**config.mk**
```make
export PLATFORM = sky130hd
export DESIGN_NAME = timer_compare_trigger_reset
export DESIGN_NICKNAME = d
export VERILOG_FILES = /design/src/pkg/tmr_trig_pkg.sv /design/src/hw/timer_compare_trigger_reset.sv
export SDC_FILE = /design/constraint.sdc
export NUM_CORES = 1
export LEC_CHECK = 0
export ABC_AREA = 1
export BUFFER_PORTS_ARGS = -buffer_cell sky130_fd_sc_hd__buf_2
export CORE_MARGIN = 2
export CORE_UTILIZATION = 45
export DETAILED_ROUTE_END_ITERATION = 10
export GPL_TIMING_DRIVEN = 0
export HOLD_SLACK_MARGIN = 0.15
export PLACE_DENSITY = 0.72
export SLEW_MARGIN = 20
export SYNTH_ARGS = -nofsm -noshare
export SYNTH_HDL_FRONTEND = slang
export SYNTH_SLANG_ARGS = --single-unit
```
**constraint.sdc**
```tcl
create_clock -name ref_clk_i -period 2 [get_ports ref_clk_i]
set_input_delay 0.1 -clock ref_clk_i [delete_from_list [all_inputs] [get_ports ref_clk_i]]
set_output_delay 0.1 -clock ref_clk_i [all_outputs]
set_load 0.005 [all_outputs]
```
**src/pkg/tmr_trig_pkg.sv**
```systemverilog
// Constants and types for the compare-triggered 16-bit timer.
// Notes on behaviour
// - A conversion trigger from any compare unit in trigger mode also issues a conversion start to the converter.
// - Each conversion trigger without a software count write in the same cycle clears both bytes of the 16-bit timer count to zero.
// - A clear caused by the conversion trigger never sets the timer rollover flag.
// - A compare match that makes a conversion trigger still raises the compare unit's own interrupt flag when enabled.
// - In trigger mode the compare value pair acts as the timer period, restarting the count from zero on reaching it.
// - When the timer counts asynchronously a conversion trigger may be missed and is not guaranteed.
// - A software write to either count byte in the same cycle as a trigger clear is stored and the clear is dropped.
// - The count increments to its maximum, wraps to zero and sets the rollover flag.
// - In compare mode the unit raises its event when the compare pair equals the timer count.
`default_nettype none
package tmr_trig_pkg;
  localparam int unsigned TIMER_W          = 16;
  localparam int unsigned NUM_UNITS        = 2;
  localparam logic [15:0] COUNT_RST        = 16'h0000;
  localparam logic [15:0] COUNT_MAX        = 16'hFFFF;
  localparam int unsigned INSTR_DIV_CYCLES = 4;
  localparam logic [1:0]  DIV_RST          = 2'h0;

  typedef enum logic [1:0] {
    CLK_INSTR = 2'b00,
    CLK_SYS   = 2'b01,
    CLK_EXT   = 2'b11
  } clk_src_t;
endpackage : tmr_trig_pkg
`default_nettype wire

```
**src/hw/timer_compare_trigger_reset.sv**
```systemverilog
// Compare-triggered 16-bit timer with conversion start and period reset.
`default_nettype none
module timer_compare_trigger_reset
  import tmr_trig_pkg::*;
#(
  parameter int unsigned UNITS = NUM_UNITS
) (
  // Clock and reset
  input  wire logic                 ref_clk_i,
  input  wire logic                 sys_rst_i,
  // Timer control
  input  wire logic                 timer_on_i,
  input  wire logic [1:0]           clk_src_i,
  input  wire logic                 async_mode_i,
  input  wire logic                 ext_clk_i,
  // Software access to the count bytes
  input  wire logic                 wr_low_i,
  input  wire logic                 wr_high_i,
  input  wire logic [7:0]           wr_data_i,
  input  wire logic                 rollover_clr_i,
  // Compare units
  input  wire logic [UNITS-1:0]     cmp_en_i,
  input  wire logic [UNITS-1:0]     trig_mode_i,
  input  wire logic [UNITS-1:0]     cmp_irq_en_i,
  input  wire logic [UNITS*16-1:0]  compare_value_i,
  input  wire logic [UNITS-1:0]     cmp_flag_clr_i,
  // Outputs
  output logic [7:0]                timer_count_low_o,
  output logic [7:0]                timer_count_high_o,
  output logic                      timer_rollover_flag_o,
  output logic [UNITS-1:0]          cmp_flag_o,
  output logic                      conv_start_o
);

  // ---------------------------------------------------------------
  // Tick generation
  // ---------------------------------------------------------------
  logic [15:0]      count_r;
  logic [1:0]       div_r;
  logic [2:0]       ext_sync_r;
  logic             ext_level_r;
  logic             tick;
  logic             ext_edge;
  logic             sync_ok;

  // The divider runs freely from reset, so the first instruction tick after the timer is
  // switched on comes one to four cycles later.
  always_ff @(posedge ref_clk_i or posedge sys_rst_i) begin
    if (sys_rst_i) begin
      div_r <= DIV_RST;
    end else begin
      div_r <= (div_r == 2'(INSTR_DIV_CYCLES - 1)) ? DIV_RST : div_r + 2'h1;
    end
  end

  // ---------------------------------------------------------------
  // External count pin and tick select
  // ---------------------------------------------------------------
  always_ff @(posedge ref_clk_i or posedge sys_rst_i) begin
    if (sys_rst_i) begin
      ext_sync_r <= 3'h0;
    end else begin
      ext_sync_r <= {ext_sync_r[1:0], ext_clk_i};
    end
  end

  // The pin level is taken over only once the second and third stages agree, so a
  // sample caught while the pin moves never counts as an edge on its own.
  always_ff @(posedge ref_clk_i or posedge sys_rst_i) begin
    if (sys_rst_i) begin
      ext_level_r <= 1'b0;
    end else if (ext_sync_r[1] == ext_sync_r[2]) begin
      ext_level_r <= ext_sync_r[2];
    end
  end

  // Rising edge once the second and third stages agree on a new high level.
  assign ext_edge = ext_sync_r[1] & ext_sync_r[2] & ~ext_level_r;

  always_comb begin
    case (clk_src_t'(clk_src_i))
      CLK_INSTR: tick = timer_on_i & (div_r == 2'(INSTR_DIV_CYCLES - 1));
      CLK_SYS:   tick = timer_on_i;
      CLK_EXT:   tick = timer_on_i & ext_edge;
      default:   tick = 1'b0;
    endcase
  end

  // Asynchronous counting gives no delivery guarantee for the trigger.
  assign sync_ok = ~async_mode_i;

  // ---------------------------------------------------------------
  // Compare units
  // ---------------------------------------------------------------
  logic [UNITS-1:0] match;
  logic [UNITS-1:0] trig;
  logic             any_trig;
  logic [UNITS-1:0] period_hit;

  // A match is acted on only in a tick cycle: with a slow source the count rests on the
  // compare value for several clocks and must still trigger just once.
  genvar g;
  generate
    for (g = 0; g < UNITS; g++) begin : g_unit
      assign match[g]      = cmp_en_i[g] & (compare_value_i[g*TIMER_W +: TIMER_W] == count_r);
      assign period_hit[g] = cmp_en_i[g] & trig_mode_i[g] & (compare_value_i[g*TIMER_W +: TIMER_W] == count_r);
      assign trig[g]  = match[g] & trig_mode_i[g] & tick & sync_ok;

      // Set wins over a clear in the same cycle.
      always_ff @(posedge ref_clk_i or posedge sys_rst_i) begin
        if (sys_rst_i) begin
          cmp_flag_o[g] <= 1'b0;
        end else if (match[g] & tick & cmp_irq_en_i[g]) begin
          cmp_flag_o[g] <= 1'b1;
        end else if (cmp_flag_clr_i[g]) begin
          cmp_flag_o[g] <= 1'b0;
        end
      end
    end
  endgenerate

  assign any_trig = |trig;

  // ---------------------------------------------------------------
  // Counter
  // ---------------------------------------------------------------
  logic sw_wr;
  logic wrap;

  assign sw_wr = wr_low_i | wr_high_i;
  // A trigger takes the count back to zero itself, which must never pass for a rollover.
  assign wrap  = tick & (count_r == COUNT_MAX) & ~any_trig;

  always_ff @(posedge ref_clk_i or posedge sys_rst_i) begin
    if (sys_rst_i) begin
      count_r <= COUNT_RST;
    end else if (sw_wr) begin
      // A write outranks a trigger clear in the same cycle.
      if (wr_low_i) begin
        count_r[7:0] <= wr_data_i;
      end
      if (wr_high_i) begin
        count_r[15:8] <= wr_data_i;
      end
    end else if (any_trig) begin
      count_r <= COUNT_RST;
    end else if (tick) begin
      count_r <= count_r + 16'h0001;
    end
  end

  assign timer_count_low_o  = count_r[7:0];
  assign timer_count_high_o = count_r[15:8];

  // Set wins over a clear in the same cycle, so a rollover that meets the clear is not lost.
  always_ff @(posedge ref_clk_i or posedge sys_rst_i) begin
    if (sys_rst_i) begin
      timer_rollover_flag_o <= 1'b0;
    end else if (wrap & ~sw_wr) begin
      timer_rollover_flag_o <= 1'b1;
    end else if (rollover_clr_i) begin
      timer_rollover_flag_o <= 1'b0;
    end
  end

  // A start follows every trigger, also one whose clear lost to a software write, since the
  // conversion request does not depend on the count.
  always_ff @(posedge ref_clk_i or posedge sys_rst_i) begin
    if (sys_rst_i) begin
      conv_start_o <= 1'b0;
    end else begin
      conv_start_o <= any_trig;
    end
  end
endmodule : timer_compare_trigger_reset
`default_nettype wire

```
Word level (Yosys, flattened, before mapping)
Index checks and enable logic that the tools add are counted.
{"block": "word_totals", "out_inout_bits": 20, "regBits": 26, "elab_cells": 65}
{"block": "classes", "eq_ne": 9, "n_reduce_logical": 8, "bitwise": 24, "n_addsub": 2, "muxes": 13}
{"cell": "2-to-1 mux 16 bit", "count": 3}
{"cell": "== test 16 bit", "count": 2}
{"cell": "AND 1 bit", "count": 19}
{"cell": "adder 16 x 1 -> 16 bit (second input constant)", "count": 1}
{"cell": "== test 16 bit (second input constant)", "count": 1}
{"cell": "2-to-1 mux 8 bit", "count": 2}
{"cell": "2-to-1 mux 1 bit", "count": 6}
{"cell": "nonzero test 2 bit", "count": 3}
{"cell": "== test 2 bit (second input constant)", "count": 2}
{"cell": "inequality test 2 bit (second input constant)", "count": 2}
{"cell": "NOT 1 bit", "count": 4}
{"cell": "AND reduction 2 bit", "count": 2}
{"cell": "one-hot mux 1 bit (3 select lines)", "count": 1}
{"cell": "nonzero test 3 bit", "count": 1}
{"cell": "adder 2 x 1 -> 2 bit (second input constant)", "count": 1}
{"cell": "== test 2 x 1 -> 1 bit (second input constant)", "count": 1}
{"cell": "logical NOT 2 bit", "count": 1}
{"cell": "2-to-1 mux 2 bit", "count": 1}
{"cell": "OR reduction 2 bit", "count": 1}
{"cell": "== test 1 bit", "count": 1}
{"cell": "bitwise OR 1 bit", "count": 1}

Longest topological paths before layout
Gate-level depths: netlist (run 1).
{"block": "logic_depth", "depth_word": 11, "depth_mapped": 16, "depth_no_buf": 15}

Least setup slack after synthesis (run 1)
Ideal clock, no wire load.
{"block": "synth_timing", "path_type": "register -> register", "from": "register count_r[1]", "to": "register count_r[14]", "path_buffers": 0, "stages_incl_launch_ff": 12, "period_less_slack_ns": 1.661, "path_slack_ns": 0.339, "setup_ns": 0.065, "required_ns": 1.935, "arrival_time_ns": 1.596, "path_cell_list": "dfrtp_1 ha_1 nand3_1 nor2_1 nand3_1 nor3_2 nand3_1 a21oi_1 nand3_1 nand2_1 nand2_1 nand2_1"}
{"block": "synth_between", "elab_chain_cells": 8, "elab_cells_between_ends": 17, "cone_classes": "add/sub (1); eq/ne (2); mux (3); bitwise (8); reduce/logical (3)"}
{"element": "start: declaration", "line_no": "timer_compare_trigger_reset.sv:38", "source": "logic [15:0] count_r;"}
{"element": "start signal: assignment", "line_no": "timer_compare_trigger_reset.sv:140", "source": "count_r[7:0] <= wr_data_i;"}
{"element": "start signal: assignment", "line_no": "timer_compare_trigger_reset.sv:148", "source": "count_r <= count_r + 16'h0001;"}
{"element": "== test 16 bit"}
{"element": "AND 1 bit", "line_no": "timer_compare_trigger_reset.sv:105", "source": "assign match[g] = cmp_en_i[g] & (compare_value_i[g*TIMER_W +: TIMER_W] == count_r);"}
{"element": "AND 1 bit (3 in a row)", "line_no": "timer_compare_trigger_reset.sv:107", "source": "assign trig[g] = match[g] & trig_mode_i[g] & tick & sync_ok;"}
{"element": "OR reduction 2 bit", "line_no": "timer_compare_trigger_reset.sv:122", "source": "assign any_trig = |trig;"}
{"element": "nonzero test 3 bit (no source line) / 2-to-1 mux 16 bit (equally long branches)"}
{"element": "AND reduction 2 bit (no source line) / 2-to-1 mux 16 bit (equally long branches)"}
Parallel ways exist; a longest one is shown, timed or not. The select of a mux whose other input is x is not followed.
A chain may end at the register's enable or synchronous reset.

Worst setup path after layout (run 1)
{"block": "layout_timing", "from": "register ext_sync_r[1]", "to": "register count_r[14]"}
{"block": "layout_between", "elab_chain_cells": 9, "elab_cells_between_ends": 13, "cone_classes": "mux (3); bitwise (7); reduce/logical (3)"}
{"element": "start: declaration", "line_no": "timer_compare_trigger_reset.sv:40", "source": "logic [2:0] ext_sync_r;"}
{"element": "start signal: assignment", "line_no": "timer_compare_trigger_reset.sv:63", "source": "ext_sync_r <= {ext_sync_r[1:0], ext_clk_i};"}
{"element": "AND 1 bit (*) (2 in a row)", "line_no": "timer_compare_trigger_reset.sv:78", "source": "assign ext_edge = ext_sync_r[1] & ext_sync_r[2] & ~ext_level_r;"}
{"element": "AND 1 bit (*)", "line_no": "timer_compare_trigger_reset.sv:84", "source": "CLK_EXT: tick = timer_on_i & ext_edge;"}
{"element": "one-hot mux 1 bit (3 select lines) (*)", "line_no": "timer_compare_trigger_reset.sv:81", "source": "case (clk_src_t'(clk_src_i))"}
{"element": "AND 1 bit (2 in a row)", "line_no": "timer_compare_trigger_reset.sv:107"}
{"element": "OR reduction 2 bit", "line_no": "timer_compare_trigger_reset.sv:122"}
{"element": "nonzero test 3 bit (no source line) / 2-to-1 mux 16 bit (equally long branches)"}
{"element": "AND reduction 2 bit (no source line) / 2-to-1 mux 16 bit (equally long branches)"}
{"element": "end signal: assignment", "line_no": "timer_compare_trigger_reset.sv:143", "source": "count_r[15:8] <= wr_data_i;"}
{"element": "end signal: assignment", "line_no": "timer_compare_trigger_reset.sv:148"}
Every way passes the cells marked *; elsewhere a longest branch is shown, timed or not.

==> impl_metrics.env, run 1 <==
export IMPL_seq_power_share_pct=34.9
export IMPL_yosysWarningCount=0
export IMPL_period_share_pct=96.7
export IMPL_critPathMaxFanout=8
export IMPL_drt_first_pass_iters=5
export IMPL_yosys_area_top_type_share_pct=26.7
export IMPL_diodes=0
export IMPL_p_leak_nw=1.93
export IMPL_yosysSeqAreaShare_pct=26.7
export IMPL_final_common_cell="nand2_1"
export IMPL_synth_async_reset_ratio_pct=100
export IMPL_syn_to_final_growth_pct=37.6
export IMPL_swShare_pct=36.3
export IMPL_status="finished clean"
export IMPL_ys_ff_latch=26
export IMPL_grt_pass1_wl_um=11900
export IMPL_whs_ns=0.157
export IMPL_layout_common_cells="nand2_1 (154), buf_2 (78), inv_1 (52)"
export IMPL_ir_drop_uv=311
export IMPL_setup_violations=0
export IMPL_drt_met1_wl_um=3450
export IMPL_met3WireLength_um=524
export IMPL_start_util_pct=47.1
export IMPL_cts_tree="yes"
export IMPL_gp_congestion=0.898
export IMPL_worstHoldPathType="in -> reg"
export IMPL_vias=2903
export IMPL_io_buffers=77
export IMPL_p_sw_mw=0.651
export IMPL_fmax_ghz=0.517
export IMPL_final_layout_size_suffix_gt1_share_pct=31.0
export IMPL_die_h_um=77.6
export IMPL_antenna_left=0
export IMPL_cp_end_kind="flop"
export IMPL_p_int_mw=1.14
export IMPL_numCtsBuffers=3
export IMPL_powerDensity_nw_per_um2=535
export IMPL_fin_area_um2=3350
export IMPL_dp_cells=553
export IMPL_grt_max_degree=27
export IMPL_place_area_um2=2910
export IMPL_worst_skew_pair_late_latency_ns=0.28
export IMPL_grt_pass1_vias=2556
export IMPL_drt_initial_drc_count=206
export IMPL_vias_per_cell=4.98
export IMPL_num_rows=26
export IMPL_period_minus_slack_ns=1.93
export IMPL_clock_skew_ns=0.00118
export IMPL_ios=78
export IMPL_hold_violations=0
export IMPL_avgSynthCellArea_um2=6.00
export IMPL_final_cell_count_no_fill=583
export IMPL_synth_area_um2=2440
export IMPL_cts_root_buf="clkbuf_8"
export IMPL_routed_wl_um=7620
export IMPL_p_clk_share_pct=25.4
export IMPL_core_area_um2=5170
export IMPL_syn_num_nets=470
export IMPL_maxSlewHeadroom_pct=36.7
export IMPL_slew_violations=0
export IMPL_drc=0
export IMPL_cp_data_required_time_ns=2.18
export IMPL_cp_arrival_ns=2.12
export IMPL_synth_area_leaders="dfrtp_1 (27%), nand2_1 (24%), inv_1 (8.8%)"
export IMPL_dp_slack_ns=-0.0778
export IMPL_pwr_share_comb_pct=39.8
export IMPL_start_kind="flop"
export IMPL_synth_cell_types=34
export IMPL_final_nets=578
export IMPL_antenna_found_initial=0
export IMPL_timing_final_ws_setup_ns=0.0654
export IMPL_highest_layer="met4"
export IMPL_grt_ovfl_total=0
export IMPL_worstHoldStart="wr_data_i[1]"
export IMPL_clk_pin_slew_ns=0.10
export IMPL_cts_htree_levels=1
export IMPL_track_usage_pct=24.5
export IMPL_critPathKind="reg -> reg"
export IMPL_synth_ff_type="dfrtp_1"
export IMPL_synth_edf_count=0
export IMPL_dr_wl_met2_um=3560
export IMPL_die_area_um2=6020
export IMPL_worstMarginPinSlew_ns=0.944
export IMPL_die_w_um=77.6
export IMPL_r2r_start="ext_sync_r[1]$_DFF_PP0_"
export IMPL_synth_top_cell_by_area="dfrtp_1"
export IMPL_maxCapViolCount=0
export IMPL_power_mw=1.79
export IMPL_startpoint="ext_sync_r[1]$_DFF_PP0_"
export IMPL_postSynthCellCount=406
export IMPL_dp_hpwl_um=5810
export IMPL_cts_sinks=26
export IMPL_routedWlPerCell_um=13.1
export IMPL_clockBufferDepth=2
[power groups by stage]
stage          clock [mW]  sequential, mW  combinational (mW)
3_5_place_dp            0           0.636               0.599
3_3_place_gp            0           0.634               0.595
4_1_cts             0.456           0.626               0.621
6_report            0.455           0.625               0.713
2_1_floorplan           0           0.628               0.388
5_1_grt             0.481           0.634               0.802
[cells in the mapped netlist, types with 2 or more instances]
| master | number |
|---|---|
| nand3b_1 | 2 |
| nor3_1 | 2 |
| ha_1 | 6 |
| nand2_1 | 159 |
| xor2_1 | 11 |
| nand4_1 | 7 |
| dfrtp_1 | 26 |
| nand3_1 | 31 |
| nand3_2 | 4 |
| o21ai_1 | 4 |
| nor4_1 | 3 |
| inv_2 | 8 |
| xnor2_1 | 5 |
| nor2_1 | 30 |
| or2_2 | 2 |
| clkinv_1 | 2 |
| inv_1 | 57 |
| nand2_2 | 7 |
| a21boi_1 | 2 |
| buf_2 | 5 |
| buf_4 | 2 |
| a21oi_1 | 5 |
| o21ai_0 | 12 |
| nor2_2 | 4 |
[flip-flops by register name (all words and copies together) (netlist names)]
| name | flops |
|---|---|
| ext_level_r | 1 |
| cmp_flag_o | 2 |
| conv_start_o | 1 |
| timer_rollover_flag_o | 1 |
| div_r | 2 |
| ext_sync_r | 3 |
| count_r | 16 |
[cell type report]
class	count	area, um^2
Tap cell	70	87.6
Multi-Input combinational cell	303	1570
Timing Repair Buffer	103	623
Clock buffer	3	41.3
Sequential cell	26	657
Fill cell	499	1820
Inverter	67	256
Clock inverter	1	30.0
Buffer	10	83.8
[stage by stage]
step / utilization, % / TNS, ns
2_1_floorplan: - / 0
3_3_place_gp: 56.2 / -0.0747
6_report: 64.8 / 0
3_5_place_dp: 56.2 / -0.162
4_1_cts: 59.7 / 0
5_1_grt: 64.8 / -0.118
[worst paths after layout]
check	to	slack, ns	depth (start not counted)
setup / recovery	count_r[14]$_DFFE_PP0P_	0.07	15
max in group asynchronous	count_r[9]$_DFFE_PP0P_	1.08	3
hold / removal	count_r[9]$_DFFE_PP0P_	0.16	5
setup reg to reg	count_r[14]$_DFFE_PP0P_	0.07	15
min in group asynchronous	count_r[0]$_DFFE_PP0P_	0.45	3
hold reg to reg	ext_sync_r[1]$_DFF_PP0_	0.36	0
[what timing repair did]
item / CTS / global route
endpoints found under the setup margin: 3 / 12
gates resized for setup: 2 / 43
hold buffers: 10 / 0
endpoints found under the hold margin: 31 / 0
pin swaps: 0 / 11
setup buffers: 0 / 15
gates cloned: 0 / 1
[metal layers]
metal | vias up | track usage (%)
met4 | 0 | 3.57
met1 | 1310 | 33.6
met2 | 121 | 42.5
met3 | 10 | 2.91
li1 | 1462 | -
met5 | - | 0
[logic make-up (layout without fill, tap and decap cells)]
group                    count (synthesis)  in the layout  synth area share (%)
XOR/XNOR                                16             16                  5.75
AND/OR/NAND/NOR                        256            256                  46.0
flip-flops                              26             26                  26.7
multiplexers                             1              1                 0.462
buffers and inverters                   77            184                  12.7
adder cells (fa/ha/maj)                  6              6                  3.08
AO/OA/AOI/OAI                           24             24                  5.24
[critical path, stage by stage, from the launching register on]
cell       delay, ns
dfrtp_1         0.38
ha_1            0.15
inv_1           0.03
o21ai_0         0.14
nand2_1         0.09
nand2_2         0.09
nand2_4         0.09
nor2_2          0.14
nand3_1         0.10
nand2_2         0.10
nand2_4         0.11
clkbuf_16       0.18
nand3_1         0.06
nand2_1         0.05
nand2_1         0.07
nand2_1         0.05
Power figures use the tool's default switching activity.
==> run 2: changes to the inputs <==
==> constraint.sdc (replaced) <==
create_clock -name ref_clk_i -period 1.85 [get_ports ref_clk_i]
set_input_delay 0.0925 -clock ref_clk_i [delete_from_list [all_inputs] [get_ports ref_clk_i]]
set_output_delay 0.0925 -clock ref_clk_i [all_outputs]
set_load 0.005 [all_outputs]
==> run 2 against run 1 <==
The run now ends with negative setup slack left; worst hold slack better by 0.0097 ns; power up 11%; flip-flop and latch count unchanged; non-clock buffer count is 10 higher; via count is 3.9% higher; wire length up 4.8%; die area unchanged; clock skew rose by 0.0049 ns; critical endpoint is now count_r[15]$_DFFE_PP0P_; largest cell class unchanged; largest power group unchanged; highest routed layer unchanged.
==> impl_metrics.env, run 2 (synthesis gave the netlist of run 1 again) <==
export IMPL_drt_initial_drc_count=232
export IMPL_drt_first_pass_iters=5
export IMPL_violations="negative setup slack"
export IMPL_diodes=0
export IMPL_cts_htree_levels=1
export IMPL_cts_sinks=26
export IMPL_maxSlewHeadroom_pct=36.4
export IMPL_largest_register="count_r"
export IMPL_cts_tree="yes"
export IMPL_gp_congestion=0.898
export IMPL_swShare_pct=36.4
export IMPL_period_minus_slack_ns=1.88
export IMPL_grt_max_degree=27
export IMPL_powerDensity_nw_per_um2=572
export IMPL_grt_pass1_vias=2594
export IMPL_critPathBufInv=1
export IMPL_numCtsBuffers=3
export IMPL_fmax_ghz=0.531
export IMPL_die_h_um=77.6
export IMPL_setup_violations=8
export IMPL_drc=0
export IMPL_timing_final_ws_setup_ns=-0.0335
export IMPL_die_area_um2=6020
export IMPL_dp_hpwl_um=5810
export IMPL_cp_slowest_cell="dfrtp_2"
export IMPL_critPathKind="reg -> reg"
export IMPL_cpMostUsedCell="nand2_1"
export IMPL_cts_root_buf="clkbuf_8"
export IMPL_final_nets=588
export IMPL_largest_reg_flops=16
export IMPL_cp_data_required_time_ns=2.07
export IMPL_final_layout_size_suffix_gt1_share_pct=35.2
export IMPL_pwr_share_comb_pct=40.6
export IMPL_core_area_um2=5170
export IMPL_start_kind="flop"
export IMPL_worstMarginPinSlew_ns=0.948
export IMPL_p_int_mw=1.26
export IMPL_syn_to_final_growth_pct=42.3
export IMPL_routed_wl_um=7990
export IMPL_die_w_um=77.6
export IMPL_critPathTopFamily="simple AND/OR/NAND/NOR gates"
export IMPL_clk_pin_slew_ns=0.10
export IMPL_worst_skew_pair_late_latency_ns=0.28
export IMPL_routedWlPerCell_um=13.5
export IMPL_hold_violations=0
export IMPL_track_usage_pct=24.9
export IMPL_final_common_cell="nand2_1"
export IMPL_dp_slack_ns=-0.228
export IMPL_clockBufferDepth=2
export IMPL_vias=3016
export IMPL_start_util_pct=47.1
export IMPL_ios=78
export IMPL_layout_common_cells="nand2_1 (149), buf_2 (78), inv_1 (52)"
export IMPL_ir_drop_uv=422
export IMPL_num_rows=26
export IMPL_cp_arrival_ns=2.10
export IMPL_fin_util_pct=67.0
export IMPL_grt_ovfl_total=0
export IMPL_critPathMaxFanout=6
export IMPL_io_buffers=77
export IMPL_grt_setup_unrepaired="yes"
export IMPL_cp_end_kind="flop"
export IMPL_antenna_left=0
export IMPL_cp_cell_sequence="buf_6 > nand2_1 > nor2_2 > nand3_1 > nor2_1 > nand2_2 > nor2_4 > nand2_1 > a21oi_1 > nand3_2 > nand2_1 > nand2_1 > nand2_1"
export IMPL_p_leak_nw=1.97
export IMPL_vias_per_cell=5.09
export IMPL_seq_power_share_pct=34.6
export IMPL_crit_path_max_incr_delay_ns=0.40
export IMPL_slew_violations=0
export IMPL_largestRegisters="count_r (16), ext_sync_r (3)"
export IMPL_status="finished with violations"
export IMPL_grt_pass1_wl_um=12100
export IMPL_worstHoldPathType="in -> reg"
export IMPL_period_share_pct=102
export IMPL_antenna_found_initial=0
export IMPL_p_sw_mw=0.722
export IMPL_maxCapViolCount=0
export IMPL_p_clk_share_pct=24.7
export IMPL_clock_skew_ns=0.00603
[run 2: changes by cell type in the layout (fill, tap and decap cells not counted), moves of 3 or more]
cell | previous run | this run
nand2_2 | 11 | 16
dfrtp_1 | 21 | 17
dfrtp_2 | 5 | 9
buf_4 | 18 | 25
nor2_1 | 27 | 24
nand2_1 | 154 | 149
[run 2: what timing repair did]
action	4_1_cts	5_1_grt
pin swaps	3	18
gates resized for setup	15	43
hold endpoints to repair	32	0
endpoints found under the setup margin	12	18
hold buffers	11	0
setup buffers	5	21
cloned	0	1
[run 2: tightest hold or removal path: cells and delay by family]
kind	cells	cell delay, ns
AND/OR/NAND/NOR	4	0.24
buffers and inverters	1	0.08
[run 2: final timing paths]
path                                    startpoint                      end  slack (ns)  cells past startpoint
min in group asynchronous                sys_rst_i   count_r[0]$_DFFE_PP0P_        0.44                      3
hold reg to reg            ext_sync_r[0]$_DFF_PP0_  ext_sync_r[1]$_DFF_PP0_        0.36                      0
setup reg to reg            count_r[1]$_DFFE_PP0P_  count_r[15]$_DFFE_PP0P_       -0.03                     13
hold / removal                        wr_data_i[1]   count_r[9]$_DFFE_PP0P_        0.17                      5
max in group asynchronous                sys_rst_i  count_r[13]$_DFFE_PP0P_        0.93                      3
setup / recovery            count_r[1]$_DFFE_PP0P_  count_r[15]$_DFFE_PP0P_       -0.03                     13
[run 2: final cells by class]
| class | count | area (um^2) |
|---|---|---|
| fill | 484 | 1710 |
| multi-input combinational | 303 | 1600 |
| timing repair buffer | 115 | 719 |
| sequential | 26 | 662 |
| inverter | 67 | 251 |
| tap | 70 | 87.6 |
| buffer | 8 | 72.6 |
| clock buffer | 3 | 41.3 |
| clock inverter | 1 | 30.0 |
[run 2: stage by stage]
step           instance area [um^2]  hold WS, ns  total power, mW   TNS, ns  cells
2_1_floorplan                  2440        0.124             1.10         0    406
3_3_place_gp                   2910        0.202             1.33     -1.32    553
3_5_place_dp                   2910        0.202             1.33     -1.43    553
4_1_cts                        3170        0.152             1.87  -0.00550    571
5_1_grt                        3470        0.178             2.11     -1.37    593
6_report                       3470        0.167             1.98    -0.141    593
[run 2: metal layers]
layer	up-vias	global-route usage [%]	share of wire, %
met3	18	2.91	7.0
met2	142	43.2	47
li1	1480	-	-
met1	1376	33.9	44
met5	-	0	0
met4	0	3.75	1.9
[run 2: power groups by stage]
stage | registers (mW) | clock network, mW | logic (mW)
after floorplan | 0.679 | 0 | 0.419
after global placement | 0.686 | 0 | 0.643
after detailed placement | 0.688 | 0 | 0.647
after CTS | 0.680 | 0.493 | 0.702
after global routing | 0.694 | 0.519 | 0.897
final | 0.686 | 0.490 | 0.806
